==> config.mk <==
export PLATFORM = sky130hd
export DESIGN_NAME = reader_frame_scheduler
export DESIGN_NICKNAME = d
export VERILOG_FILES = /design/src/verilog/frame_sched_pkg.sv /design/src/verilog/reader_frame_scheduler.sv
export SDC_FILE = /design/constraint.sdc
export NUM_CORES = 2
export LEC_CHECK = 0
export BUFFER_PORTS_ARGS = -buffer_cell sky130_fd_sc_hd__clkbuf_2
export CORE_MARGIN = 8
export CORE_UTILIZATION = 35
export CTS_CLUSTER_DIAMETER = 60
export DETAILED_ROUTE_END_ITERATION = 10
export HOLD_SLACK_MARGIN = 0.06
export PLACE_DENSITY = 0.57
export SLEW_MARGIN = 10
export SYNTH_ARGS = -nofsm -noshare
export SYNTH_HDL_FRONTEND = slang
export SYNTH_SLANG_ARGS = --single-unit
export TNS_END_PERCENT = 5
==> constraint.sdc <==
create_clock -name clk_sys -period 8 [get_ports clk_sys]
set_input_delay 1.6 -clock clk_sys [delete_from_list [all_inputs] [get_ports clk_sys]]
set_output_delay 1.6 -clock clk_sys [all_outputs]
set_load 0.01 [all_outputs]
==> src/verilog/frame_sched_pkg.sv <==
// Constants shared by the reader frame scheduler
package frame_sched_pkg;
  // Clock and derived timing
  localparam int CLK_HZ = 50_000_000;
  localparam int CYC_PER_US = CLK_HZ / 1_000_000;
  localparam int SYNC_DELAY_NOM_US = 800;
  localparam int SYNC_DELAY_TOL_US = 15;
  localparam int SYNC_DELAY_MIN_US = SYNC_DELAY_NOM_US - SYNC_DELAY_TOL_US;
  localparam int SYNC_DELAY_MAX_US = SYNC_DELAY_NOM_US + SYNC_DELAY_TOL_US;
  localparam int ACCESS_LOST_S = 10;
  localparam int ACCESS_LOST_CYCLES = ACCESS_LOST_S * CLK_HZ;
  localparam int FRAME_CYCLES_DEF = 50_000;
  localparam int BURST_OFF_ADVISED_MIN = 15;

  // Register word addresses
  localparam logic [7:0] ADDR_CTRL = 8'h00;
  localparam logic [7:0] ADDR_BURST = 8'h04;
  localparam logic [7:0] ADDR_SYNC_DELAY = 8'h08;
  localparam logic [7:0] ADDR_SYNC_PULSE = 8'h0c;
  localparam logic [7:0] ADDR_LANE = 8'h10;
  localparam logic [7:0] ADDR_TAG = 8'h14;
  localparam logic [7:0] ADDR_DIO = 8'h18;
  localparam logic [7:0] ADDR_STATUS = 8'h1c;
  localparam logic [7:0] ADDR_FRAME_COUNT = 8'h20;

  // Control field positions
  localparam int CTRL_BURST_EN = 0;
  localparam int CTRL_ROLE_LSB = 1;
  localparam int CTRL_LANE_BASED = 3;
  localparam int CTRL_INT_ACT_EN = 4;
  localparam int CTRL_EXT_ACT_EN = 5;
  localparam int CTRL_EH_ALT = 6;
  localparam int CTRL_NORMAL_CMD = 7;
  localparam int CTRL_ML_LSB = 8;
  localparam int CTRL_LANES_LSB = 10;
  localparam int CTRL_DISC_LSB = 12;
  localparam int CTRL_MUTE_CMD = 15;

  // Values after reset
  localparam logic [31:0] CTRL_RST = 32'h0000_0070;
  localparam logic [31:0] BURST_RST = 32'h0010_0010;
  localparam logic [9:0] SYNC_DELAY_RST = 10'h320;
  localparam logic [31:0] SYNC_PULSE_RST = 32'h0064_0000;
  localparam logic [31:0] LANE_RST = 32'h0204_0a01;
  localparam logic [31:0] TAG_RST = 32'h0004_0310;

  typedef enum logic [1:0] {ROLE_NONE = 2'h0, ROLE_MASTER = 2'h1, ROLE_SLAVE = 2'h2} sync_role_t;
  typedef enum logic [1:0] {ML_SINGLE = 2'h0, ML_MAIN_TX = 2'h1, ML_LANE_TXRX = 2'h2} ml_mode_t;
  typedef enum logic [1:0] {DISC_ENTRY = 2'h0, DISC_EXIT = 2'h1, DISC_ASAP = 2'h2} disc_mode_t;
  // Gray order along idle, present, accessed; sleep between accessed and idle
  typedef enum logic [1:0] {TAG_IDLE = 2'h0, TAG_PRESENT = 2'h1, TAG_ACCESSED = 2'h3, TAG_SLEEP = 2'h2} tag_state_t;
endpackage : frame_sched_pkg

==> src/verilog/reader_frame_scheduler.sv <==
// Frame scheduler: burst gating, frame sync, antenna rotation, tag tracking, lane decision, digital I/O
//
// The placing of the registers and the address-and-strobe port were chosen for this implementation.
`timescale 1ns/1ps
module reader_frame_scheduler #(
  parameter int FRAME_CYCLES = frame_sched_pkg::FRAME_CYCLES_DEF,
  parameter int ACCESS_LOST_CYCLES = frame_sched_pkg::ACCESS_LOST_CYCLES
) (
  // Clock and reset
  input wire logic clk_sys,
  input wire logic resetn,
  // Register port
  input wire logic [7:0] reg_addr,
  input wire logic [31:0] reg_wdata,
  input wire logic reg_wr,
  input wire logic reg_rd,
  output logic [31:0] reg_rdata,
  // Power-up straps, caught after reset release
  input wire logic init_mute_strap,
  input wire logic [6:0] dout_power_up,
  // Sync pin
  input wire logic sync_in,
  output logic sync_out,
  // Radio control
  output logic tx_enable,
  output logic frame_start,
  output logic lane_based_frame,
  output logic ext_header_alternating,
  output logic [4:0] tx_ant_sel,
  output logic [4:0] rx_ant_sel,
  // Transponder events
  input wire logic act_msg,
  input wire logic act_external,
  input wire logic access_ok,
  input wire logic access_fail,
  input wire logic sleep_cmd,
  output logic tag_present,
  output logic tag_lost,
  output logic lane_valid,
  output logic [1:0] lane_id,
  // Digital I/O
  input wire logic [7:0] din,
  output logic [6:0] dout,
  output logic [7:0] din_sensed
);
  // Configuration registers
  logic [31:0] ctrl_reg, ctrl_next, burst_reg, burst_next, pulse_reg, pulse_next;
  logic [31:0] lane_cfg_reg, lane_cfg_next, tag_cfg_reg, tag_cfg_next;
  logic [9:0] delay_us_reg, delay_us_next;
  logic [15:0] sense_cfg_reg, sense_cfg_next;
  logic [6:0] dout_reg, dout_next;
  logic [31:0] rdata_reg, rdata_next;
  logic boot_reg, muted_reg, muted_next;
  // Frame, sync and burst state
  logic [31:0] fc_reg, fc_next, frame_cnt_reg, frame_cnt_next;
  logic [15:0] slave_cnt_reg, slave_cnt_next, burst_cnt_reg, burst_cnt_next;
  logic slave_arm_reg, slave_arm_next, sync_d_reg, off_phase_reg, off_phase_next;
  logic frame_tick, sync_out_next, tx_en_next;
  // Antenna state
  logic [1:0] lane_reg, lane_next;
  logic [7:0] lane_frames_reg, lane_frames_next;
  logic [4:0] tx_ant_reg, tx_ant_next, rx_ant_reg, rx_ant_next;
  // Tag state
  frame_sched_pkg::tag_state_t tag_reg, tag_next;
  logic [7:0] act_cnt_reg [4];
  logic [7:0] act_cnt_next [4];
  logic [31:0] tmo_reg, tmo_next;
  logic [15:0] win_reg, win_next;
  logic [7:0] retry_reg, retry_next;
  logic lost_reg, lost_next, lvalid_reg, lvalid_next;
  logic [1:0] lid_reg, lid_next;
  logic [2:0] pick;
  logic act_ok;
  logic [7:0] sense_reg, sense_next;

  // Lane choice from counts: bit 2 set when counts qualify
  function automatic logic [2:0] lane_pick(input logic [31:0] cnts, input logic [1:0] nl,
                                           input logic [7:0] min_act, input logic [7:0] delta);
    logic [1:0] best;
    logic [9:0] total;
    logic ok;
    best = 2'h0;
    total = 10'h000;
    ok = 1'b1;
    for (int i = 0; i < 4; i++) begin
      if (2'(i) <= nl) begin
        total = total + {2'h0, cnts[i*8 +: 8]};
        if (cnts[i*8 +: 8] > cnts[best*8 +: 8]) begin
          best = 2'(i);
        end
      end
    end
    if (total < {2'h0, min_act}) begin
      ok = 1'b0;
    end
    for (int i = 0; i < 4; i++) begin
      if (2'(i) <= nl && 2'(i) != best &&
          {1'b0, cnts[best*8 +: 8]} < {1'b0, cnts[i*8 +: 8]} + {1'b0, delta}) begin
        ok = 1'b0;
      end
    end
    return {ok, best};
  endfunction : lane_pick

  // Register writes, reads and straps
  always_comb begin
    ctrl_next = ctrl_reg;
    burst_next = burst_reg;
    pulse_next = pulse_reg;
    lane_cfg_next = lane_cfg_reg;
    tag_cfg_next = tag_cfg_reg;
    delay_us_next = delay_us_reg;
    sense_cfg_next = sense_cfg_reg;
    dout_next = dout_reg;
    muted_next = muted_reg;
    rdata_next = 32'h0000_0000;
    if (boot_reg) begin
      muted_next = init_mute_strap;
      dout_next = dout_power_up;
    end
    if (reg_wr) begin
      case (reg_addr)
        frame_sched_pkg::ADDR_CTRL: begin
          ctrl_next = reg_wdata & 32'h0000_3f7f;
          if (reg_wdata[frame_sched_pkg::CTRL_NORMAL_CMD]) begin
            muted_next = 1'b0;
          end else if (reg_wdata[frame_sched_pkg::CTRL_MUTE_CMD]) begin
            muted_next = 1'b1;
          end
        end
        frame_sched_pkg::ADDR_BURST: burst_next = reg_wdata;
        frame_sched_pkg::ADDR_SYNC_DELAY: begin
          if (reg_wdata[9:0] < 10'(frame_sched_pkg::SYNC_DELAY_MIN_US)) begin
            delay_us_next = 10'(frame_sched_pkg::SYNC_DELAY_MIN_US);
          end else if (reg_wdata[9:0] > 10'(frame_sched_pkg::SYNC_DELAY_MAX_US) || reg_wdata[31:10] != 22'h0) begin
            delay_us_next = 10'(frame_sched_pkg::SYNC_DELAY_MAX_US);
          end else begin
            delay_us_next = reg_wdata[9:0];
          end
        end
        frame_sched_pkg::ADDR_SYNC_PULSE: pulse_next = reg_wdata;
        frame_sched_pkg::ADDR_LANE: lane_cfg_next = reg_wdata;
        frame_sched_pkg::ADDR_TAG: tag_cfg_next = reg_wdata;
        frame_sched_pkg::ADDR_DIO: begin
          dout_next = reg_wdata[6:0];
          sense_cfg_next = reg_wdata[23:8];
        end
        default: ;
      endcase
    end
    if (reg_rd) begin
      case (reg_addr)
        frame_sched_pkg::ADDR_CTRL: rdata_next = ctrl_reg;
        frame_sched_pkg::ADDR_BURST: rdata_next = burst_reg;
        frame_sched_pkg::ADDR_SYNC_DELAY: rdata_next = {22'h0, delay_us_reg};
        frame_sched_pkg::ADDR_SYNC_PULSE: rdata_next = pulse_reg;
        frame_sched_pkg::ADDR_LANE: rdata_next = lane_cfg_reg;
        frame_sched_pkg::ADDR_TAG: rdata_next = tag_cfg_reg;
        frame_sched_pkg::ADDR_DIO: rdata_next = {8'h0, sense_cfg_reg, 1'b0, dout_reg};
        frame_sched_pkg::ADDR_STATUS: rdata_next = {sense_reg, 7'h00, retry_reg, lid_reg, lvalid_reg,
                                                    tag_reg, lane_reg, off_phase_reg, muted_reg};
        frame_sched_pkg::ADDR_FRAME_COUNT: rdata_next = frame_cnt_reg;
        default: rdata_next = 32'h0000_0000;
      endcase
    end
  end

  always_ff @(posedge clk_sys) begin
    if (!resetn) begin
      ctrl_reg <= frame_sched_pkg::CTRL_RST;
      burst_reg <= frame_sched_pkg::BURST_RST;
      pulse_reg <= frame_sched_pkg::SYNC_PULSE_RST;
      lane_cfg_reg <= frame_sched_pkg::LANE_RST;
      tag_cfg_reg <= frame_sched_pkg::TAG_RST;
      delay_us_reg <= frame_sched_pkg::SYNC_DELAY_RST;
      sense_cfg_reg <= 16'h0000;
      dout_reg <= 7'h00;
      muted_reg <= 1'b1;
      boot_reg <= 1'b1;
      rdata_reg <= 32'h0000_0000;
    end else begin
      ctrl_reg <= ctrl_next;
      burst_reg <= burst_next;
      pulse_reg <= pulse_next;
      lane_cfg_reg <= lane_cfg_next;
      tag_cfg_reg <= tag_cfg_next;
      delay_us_reg <= delay_us_next;
      sense_cfg_reg <= sense_cfg_next;
      dout_reg <= dout_next;
      muted_reg <= muted_next;
      boot_reg <= 1'b0;
      rdata_reg <= rdata_next;
    end
  end

  // Frame counter, slave sync, burst cycle and master sync pulse
  always_comb begin
    slave_arm_next = slave_arm_reg;
    slave_cnt_next = slave_cnt_reg;
    frame_tick = (fc_reg == 32'(FRAME_CYCLES - 1));
    if (ctrl_reg[2:1] == frame_sched_pkg::ROLE_SLAVE) begin
      if (sync_d_reg && !sync_in) begin
        slave_arm_next = 1'b1;
        slave_cnt_next = 16'(delay_us_reg) * 16'(frame_sched_pkg::CYC_PER_US) - 16'h0001;
      end else if (slave_arm_reg) begin
        if (slave_cnt_reg == 16'h0000) begin
          slave_arm_next = 1'b0;
          frame_tick = 1'b1;
        end else begin
          slave_cnt_next = slave_cnt_reg - 16'h0001;
        end
      end
    end else begin
      slave_arm_next = 1'b0;
    end
    fc_next = frame_tick ? 32'h0 : fc_reg + 32'h1;
    frame_cnt_next = frame_tick ? frame_cnt_reg + 32'h1 : frame_cnt_reg;
    off_phase_next = off_phase_reg;
    burst_cnt_next = burst_cnt_reg;
    if (!ctrl_reg[frame_sched_pkg::CTRL_BURST_EN]) begin
      off_phase_next = 1'b0;
      burst_cnt_next = 16'h0000;
    end else if (frame_tick) begin
      if (burst_cnt_reg + 16'h0001 >= (off_phase_reg ? burst_reg[31:16] : burst_reg[15:0])) begin
        off_phase_next = !off_phase_reg;
        burst_cnt_next = 16'h0000;
      end else begin
        burst_cnt_next = burst_cnt_reg + 16'h0001;
      end
    end
    tx_en_next = !muted_next && !off_phase_next;
    sync_out_next = (ctrl_reg[2:1] == frame_sched_pkg::ROLE_MASTER) &&
                    (fc_next >= {16'h0, pulse_reg[15:0]}) &&
                    (fc_next < {16'h0, pulse_reg[15:0]} + {16'h0, pulse_reg[31:16]}) &&
                    !(ctrl_reg[frame_sched_pkg::CTRL_BURST_EN] && !off_phase_next);
  end

  always_ff @(posedge clk_sys) begin
    if (!resetn) begin
      fc_reg <= 32'h0;
      frame_cnt_reg <= 32'h0;
      slave_arm_reg <= 1'b0;
      slave_cnt_reg <= 16'h0000;
      sync_d_reg <= 1'b0;
      off_phase_reg <= 1'b0;
      burst_cnt_reg <= 16'h0000;
      tx_enable <= 1'b0;
      sync_out <= 1'b0;
      frame_start <= 1'b0;
    end else begin
      fc_reg <= fc_next;
      frame_cnt_reg <= frame_cnt_next;
      slave_arm_reg <= slave_arm_next;
      slave_cnt_reg <= slave_cnt_next;
      sync_d_reg <= sync_in;
      off_phase_reg <= off_phase_next;
      burst_cnt_reg <= burst_cnt_next;
      tx_enable <= tx_en_next;
      sync_out <= sync_out_next;
      frame_start <= frame_tick;
    end
  end

  // Antenna rotation over the active lanes
  always_comb begin
    lane_next = lane_reg;
    lane_frames_next = lane_frames_reg;
    if (frame_tick) begin
      if (lane_frames_reg + 8'h01 >= lane_cfg_reg[7:0]) begin
        lane_frames_next = 8'h00;
        lane_next = (lane_reg >= ctrl_reg[11:10]) ? 2'h0 : lane_reg + 2'h1;
      end else begin
        lane_frames_next = lane_frames_reg + 8'h01;
      end
    end
    case (ctrl_reg[9:8])
      frame_sched_pkg::ML_MAIN_TX: begin
        tx_ant_next = 5'h01;
        rx_ant_next = 5'(5'h02 << lane_next);
      end
      frame_sched_pkg::ML_LANE_TXRX: begin
        tx_ant_next = 5'(5'h02 << lane_next);
        rx_ant_next = 5'(5'h02 << lane_next);
      end
      default: begin
        tx_ant_next = 5'h01;
        rx_ant_next = 5'h01;
      end
    endcase
  end

  always_ff @(posedge clk_sys) begin
    if (!resetn) begin
      lane_reg <= 2'h0;
      lane_frames_reg <= 8'h00;
      tx_ant_reg <= 5'h01;
      rx_ant_reg <= 5'h01;
    end else begin
      lane_reg <= lane_next;
      lane_frames_reg <= lane_frames_next;
      tx_ant_reg <= tx_ant_next;
      rx_ant_reg <= rx_ant_next;
    end
  end

  // Transponder tracking and lane decision
  assign act_ok = act_msg && (act_external ? ctrl_reg[frame_sched_pkg::CTRL_EXT_ACT_EN]
                                           : ctrl_reg[frame_sched_pkg::CTRL_INT_ACT_EN]);
  assign pick = lane_pick({act_cnt_reg[3], act_cnt_reg[2], act_cnt_reg[1], act_cnt_reg[0]},
                          ctrl_reg[11:10], lane_cfg_reg[23:16], lane_cfg_reg[31:24]);

  always_comb begin
    tag_next = tag_reg;
    tmo_next = tmo_reg;
    win_next = win_reg;
    retry_next = retry_reg;
    lost_next = 1'b0;
    lvalid_next = lvalid_reg;
    lid_next = lid_reg;
    for (int i = 0; i < 4; i++) begin
      act_cnt_next[i] = act_cnt_reg[i];
    end
    if (tag_reg != frame_sched_pkg::TAG_SLEEP && tag_reg != frame_sched_pkg::TAG_IDLE && frame_tick) begin
      win_next = (win_reg == 16'hffff) ? win_reg : win_reg + 16'h0001;
    end
    case (tag_reg)
      frame_sched_pkg::TAG_IDLE: begin
        if (act_ok) begin
          tag_next = frame_sched_pkg::TAG_PRESENT;
          tmo_next = 32'h0;
          win_next = 16'h0000;
          retry_next = 8'h00;
          lvalid_next = 1'b0;
          for (int i = 0; i < 4; i++) begin
            act_cnt_next[i] = (2'(i) == lane_reg) ? 8'h01 : 8'h00;
          end
        end
      end
      frame_sched_pkg::TAG_PRESENT, frame_sched_pkg::TAG_ACCESSED: begin
        if (act_ok && act_cnt_reg[lane_reg] != 8'hff) begin
          act_cnt_next[lane_reg] = act_cnt_reg[lane_reg] + 8'h01;
        end
        if (tag_reg == frame_sched_pkg::TAG_PRESENT) begin
          if (act_ok) begin
            tmo_next = 32'h0;
          end else if (frame_tick) begin
            tmo_next = tmo_reg + 32'h1;
          end
          if (tmo_next >= {24'h0, tag_cfg_reg[7:0]}) begin
            lost_next = 1'b1;
          end
        end else begin
          tmo_next = tmo_reg + 32'h1;
          if (tmo_reg >= 32'(ACCESS_LOST_CYCLES - 1)) begin
            lost_next = 1'b1;
          end
        end
        if (access_ok) begin
          tag_next = frame_sched_pkg::TAG_ACCESSED;
          tmo_next = 32'h0;
          retry_next = 8'h00;
        end else if (access_fail) begin
          if (retry_reg >= tag_cfg_reg[15:8]) begin
            lost_next = 1'b1;
          end else begin
            retry_next = retry_reg + 8'h01;
          end
        end
        if (!lvalid_reg && pick[2] && !lost_next) begin
          if ((ctrl_reg[13:12] == frame_sched_pkg::DISC_ENTRY && win_reg < {8'h00, lane_cfg_reg[15:8]}) ||
              ctrl_reg[13:12] == frame_sched_pkg::DISC_ASAP) begin
            lvalid_next = 1'b1;
            lid_next = pick[1:0];
          end
        end
        if (lost_next) begin
          tag_next = frame_sched_pkg::TAG_IDLE;
          if (!lvalid_reg && pick[2] && ctrl_reg[13:12] != frame_sched_pkg::DISC_ENTRY) begin
            lvalid_next = 1'b1;
            lid_next = pick[1:0];
          end
        end
        if (sleep_cmd && !lost_next) begin
          tag_next = frame_sched_pkg::TAG_SLEEP;
          tmo_next = 32'h0;
        end
      end
      frame_sched_pkg::TAG_SLEEP: begin
        if (frame_tick) begin
          tmo_next = tmo_reg + 32'h1;
        end
        if (tmo_next >= {16'h0, tag_cfg_reg[31:16]}) begin
          tag_next = frame_sched_pkg::TAG_IDLE;
        end
      end
      default: tag_next = frame_sched_pkg::TAG_IDLE;
    endcase
    sense_next = ~(din ^ sense_cfg_reg[15:8]) & sense_cfg_reg[7:0];
  end

  always_ff @(posedge clk_sys) begin
    if (!resetn) begin
      tag_reg <= frame_sched_pkg::TAG_IDLE;
      tmo_reg <= 32'h0;
      win_reg <= 16'h0000;
      retry_reg <= 8'h00;
      lost_reg <= 1'b0;
      lvalid_reg <= 1'b0;
      lid_reg <= 2'h0;
      sense_reg <= 8'h00;
      for (int i = 0; i < 4; i++) begin
        act_cnt_reg[i] <= 8'h00;
      end
    end else begin
      tag_reg <= tag_next;
      tmo_reg <= tmo_next;
      win_reg <= win_next;
      retry_reg <= retry_next;
      lost_reg <= lost_next;
      lvalid_reg <= lvalid_next;
      lid_reg <= lid_next;
      sense_reg <= sense_next;
      for (int i = 0; i < 4; i++) begin
        act_cnt_reg[i] <= act_cnt_next[i];
      end
    end
  end

  // Outputs straight from flip-flops
  assign reg_rdata = rdata_reg;
  assign tx_ant_sel = tx_ant_reg;
  assign rx_ant_sel = rx_ant_reg;
  assign lane_based_frame = ctrl_reg[frame_sched_pkg::CTRL_LANE_BASED];
  assign ext_header_alternating = ctrl_reg[frame_sched_pkg::CTRL_EH_ALT];
  assign tag_present = tag_reg[0]; // Present and accessed are the only codes with bit 0 set
  assign tag_lost = lost_reg;
  assign lane_valid = lvalid_reg;
  assign lane_id = lid_reg;
  assign dout = dout_reg;
  assign din_sensed = sense_reg;
endmodule : reader_frame_scheduler

* Yosys cells after proc, flatten, opt, wreduce, memory -nomap -nowiden
Memories as Yosys holds them, arrays and structs flattened. A register that Yosys moved wholly into a read port is not among the register bits.
Index checks and enable logic that the tools add are counted.
** Operators by class
- Add/sub/neg operators :: 19
- Multiply operators :: 1
- Div/mod/pow operators :: 0
- Magnitude comparators :: 26
- Equality and inequality tests :: 32
- Shift operators :: 4
- Multiplexer cells :: 106
- Bitwise gates (word level) :: 8
- Reductions and logical operators :: 63
** Operators by type and width (count)
- 32-bit 2-to-1 mux :: 12
- 32-bit one-hot mux with 9 select lines :: 1
- 16-bit 2-to-1 mux :: 9
- 32-bit by 1-bit adder with 32-bit output (second input constant) :: 3
- 32-bit one-hot mux with 3 select lines :: 1
- 32-bit by 6-bit indexed part select with 8-bit output :: 3
- 8-bit 2-to-1 mux :: 11
- 32-bit by 16-bit >= comparator with 1-bit output :: 2
- 32-bit one-hot mux with 2 select lines :: 1
- 10-bit 2-to-1 mux :: 5
- 1-bit 2-to-1 mux :: 41
- 8-bit by 8-bit adder with 9-bit output :: 4
- 8-bit by 9-bit < comparator with 1-bit output :: 4
- 2-bit 2-to-1 mux :: 17
- 16-bit by 1-bit adder with 16-bit output (second input constant) :: 2
- 32-bit bitwise mux :: 1
- 32-bit by 16-bit == test with 1-bit output (second input constant) :: 1
- 8-bit by 5-bit == test with 1-bit output (second input constant) :: 4
- 32-bit by 29-bit >= comparator with 1-bit output (second input constant) :: 1
- 32-bit by 8-bit >= comparator with 1-bit output :: 1
- 32-bit by 17-bit < comparator with 1-bit output :: 1
- 16-bit by 1-bit subtractor with 16-bit output (second input constant) :: 2
- 10-bit by 8-bit adder with 10-bit output :: 3
- 2-bit AND reduction :: 14
- 52 further kinds :: 115
** Storage, ports and cells
- Flip-flop bits (word level) :: 400
- Bits in latches :: 0
- Memory bits (writable) :: 32
- ROM bits :: 0
- Input port bits :: 66
- Output and inout port bits :: 67
- Memories :: 1
** Memories
- act_cnt_reg :: depth 4, width 8, read ports 5, clocked after Yosys merged registers in 1, wr ports 4, line reader_frame_scheduler.sv:65 : logic [7:0] act_cnt_reg [4];

* Longest topological paths before layout
An unclocked memory read counts as a cell.
- Word-level depth :: 25
- Depth in mapped cells :: 35
- Mapped depth without buffers :: 32

* Worst setup path before layout
No wires, ideal clock.
- Path kind :: flip-flop to flip-flop
- Start :: memory act_cnt_reg[0][5]
- End :: register lid_reg[0] (netlist: lane_id[0])
- Arrival :: 7.001 ns
- Setup slack :: 0.928 ns
- Stages on the path, launching flop included :: 34
- Path buffers :: 4
- Period minus slack after synthesis :: 7.072 ns
- Path through :: dfxtp_1 inv_1 ha_1 clkbuf_1 nand4_1 o21ai_0 a21oi_1 nor2_1 mux2i_1 ha_1 and4_1 nand2_1 and3_1 a41o_1 clkbuf_1 clkbuf_1 nor2_1 a21oi_1 ha_1 nor2b_1 o211ai_1 a21oi_1 o211ai_1 clkbuf_1 mux2i_1 ha_1 o21a_1 o21ai_0 a21oi_1 o31ai_1 nand4_1 and4b_1 o211ai_2 mux2i_1
** RTL lines
- start, declared :: line reader_frame_scheduler.sv:65
- end signal, assigned :: line reader_frame_scheduler.sv:421 : lid_reg <= lid_next;
- end, declared :: line reader_frame_scheduler.sv:71 : logic [1:0] lid_reg, lid_next;

==> impl_results.md <==
* Status: completed
* Detailed-route via count at 27,790
* Largest net degree at the start of global routing at 107
* RD Place Congestion at 0.9422
* Xor/xnor share of the synthesized area at 0.06910
* Final Hold Viols at 0
* Unique masters post-synth at 91
* VDD IR max at 0.0001545 V
* Setup TNS at 0 ns
* Critical Path RT at 8.54 ns
* Min-Delay Path Class: reg2reg
* Final Setup Violations at 0
* Yosys warning total at 0
* Die X at 304.0 um
* Total GRT Usage at 0.2191
* Initial antenna violation count at 2
* CP endpoint kind: flip-flop
* Syn Nets at 4,069
* Post-DP HPWL at 78,070 um
* Layout Nets at 4,089
* Slew HR at 0.2253
* Die ar. at 92,400 um^2
* Worst path slowest cell: mux2i_1
* # DRC at 0
* Initial DRT Pass Iterations at 8
* Max clock buf depth at 3
* CTS tree: yes
* EDFF count, synth at 0
* Slew @ Worst Pin at 1.158 ns
* Setup Skew at 0.04771 ns
* Critical Path Max Stage Delay at 0.52 ns
* Post-synthesis simple-gate area fraction at 0.2192
* Syn avg cell area at 7.817 um^2
* Synth Area in Compound Gates at 0.2001
* DR vias/cell at 5.731
* Crit-path max FO at 18
* Register bit total from synthesis at 432
* FMAX at 0.1394 GHz
* Core ar. at 82,110 um^2
* Worst setup SP type: flip-flop
* Number of global-route vias before repair at 26,180
* Top cells by count, synth: nand2_1 (556), dfxtp_1 (432), a21oi_1 (325)
* Post-Route WL at 106,800 um
* Hold WS at 0.4692 ns
* Starting Density at 0.3535
* Post_cts resized at 0
* Largest family of logic cells by synthesized area: simple AND/OR/NAND/NOR gates
* Multiplexer share of the synthesized area at 0.03289
* Global-route wire length before repair at 161,400 um
* Fill count at 8,453
* Max cap viols at 0
* Clock Sinks at 432
* Worst Setup Path Type: reg2reg
* CTS Buf Count at 57
* Power Dens Cells at 171.6 nW/um^2
* # rows at 105
* CTS clk-pin slew, worst paths at 0.06 ns
* Post-CTS Setup Bufs at 0
* Initial DRC Count at 2,858
* Worst-skew pair later-pin latency at 0.64 ns
* H-tree depth at 2
* Worst path bufs/invs at 3
* DP Worst Slack at 0.9872 ns
* Global route overflow at 0
* I/O pin cnt at 133
* Seq/Total Area, Yosys at 0.2980
* Worst path top cell family by delay: compound AO/OA/AOI/OAI gates
* Post-Syn Area at 29,030 um^2
* Largest cells by area after synthesis: dfxtp_1 (30%), ha_1 (12%), nand2_1 (7.2%), a21oi_1 (5.6%), nor2_1 (4.2%)
* Final Total Pwr at 5594 uW
* Clk Tree Root Cell: clkbuf_16
* Synthesized-area fraction occupied by adder cells at 0.1291
* Final period utilization at 0.8967
* Antenna Nets Post-Route at 0
* Cell taking the most area after synthesis: dfxtp_1
* Fin worst setup slack at 0.8263 ns
* Count of input and output buffers at 132
* Slew Limit Fails at 0
* Proportion of layout cells with a drive suffix above 1 at 0.09182
* Primary FF master, synth: dfxtp_1
* Critical Path AT at 7.71 ns
* Share of the synthesized area in the top cell type at 0.2980
* Routed len/inst at 22.01 um
* Cell count after synthesis at 3,713
* LEAKAGE at 0.01283 uW
* Tmin final at 7.174 ns
* Die Ht at 304.0 um
* Unrepaired setup endpoints after global routing: false
* Most frequent cell after synthesis: nand2_1
* Post-synthesis async set-or-reset flop share at 0
* Layout area overhead at 12.34%
* CTS Hold Buffers Added at 0
area by class of cell:
class                           count  area (um^2)  share of cell area
Timing Repair Buffer              173        970.9             0.02978
Sequential cell                   432         8650              0.2653
Inverter                          176        668.1             0.02049
Tap cell                         1070         1339             0.04106
Antenna cell                        1        2.502          0.00007674
Clock buffer                       70         1546             0.04743
Multi-Input combinational cell   2893        18920              0.5803
Clock inverter                     35        509.2             0.01562
cell usage in the layout (no fill, tap or decap), drive strengths merged, types with 9 or more instances in the layout:
cell     synthesis  routed
buf             23      42
a221oi          14      14
a21o            57      57
o21bai          14      14
nor2b           36      36
nand2          557     557
and4            16      16
and2            23      23
a31oi           45      45
nand3           99      99
xor2           120     120
bufinv           0       9
o211ai          19      19
nand2b          32      32
mux2i           56      56
dfxtp          432     432
or3             21      21
xnor2          109     109
mux2            19      19
inv            175     186
nor4            29      29
nor3            77      77
a2111oi          9       9
o21ai          167     167
clkbuf         189     201
clkinv           1      11
o21a            17      17
a22oi           95      95
a21oi          329     329
or2             13      13
a222oi          22      22
o31ai           11      11
and3            56      56
ha             277     277
fa              13      13
nand4           62      62
nor2           322     322
a211oi          27      27
o22ai           11      11
nand3b           9       9
final timing paths:
| path | start | end | slack [ns] | depth (start not counted) |
|---|---|---|---|---|
| worst max-delay path | act_cnt_reg[0][1] | lane_id[0] | 0.83 | 31 |
| worst min-delay path | lane_frames_reg[7] | lane_frames_reg[7] | 0.47 | 2 |
| worst max register to register | act_cnt_reg[0][1] | lane_id[0] | 0.83 | 31 |
| worst min register to register | lane_frames_reg[7] | lane_frames_reg[7] | 0.47 | 2 |
stage by stage:
stage	utilization	instance area, um^2	instances
floorplan	-	29030	3713
global placement	0.3721	30550	4744
detailed placement	0.3721	30550	4744
CTS	0.3971	32610	4849
global route	0.3971	32610	4849
finish	0.3971	32610	4850
where the power goes:
part	switching, uW	internal (uW)
registers	61.8	2180
logic	379	178
clock network	1110	1690
cell families (layout without fill, tap and decap cells):
| group | Yosys count | in the layout |
|---|---|---|
| fa+ha+maj | 292 | 292 |
| xor+xnor | 229 | 229 |
| simple gates | 1379 | 1379 |
| mux | 83 | 83 |
| other cells | 0 | 1 |
| flops | 432 | 432 |
| compound gates | 910 | 910 |
| buf+inv | 388 | 454 |
layer usage:
layer / wire length (um) / up-vias / track usage / share of wire
li1: - / 13210 / - / -
met1: 47660 / 13310 / 0.3026 / 0.45
met2: 47130 / 1080 / 0.3466 / 0.44
met3: 8684 / 195 / 0.03595 / 0.081
met4: 3275 / 2 / 0.06918 / 0.031
met5: 13 / - / 0 / 0.00012
worst register-to-register path, delay by kind of cell, from the launching register on:
family,cells,cell delay (ns)
buffers and inverters,3,0.58
AND/OR/NAND/NOR,9,1.38
flip-flops,1,0.51
AO/OA/AOI/OAI,12,2.35
adder cells (fa/ha/maj),4,1.23
multiplexers,3,1.04
Power figures use the tool's default switching activity.
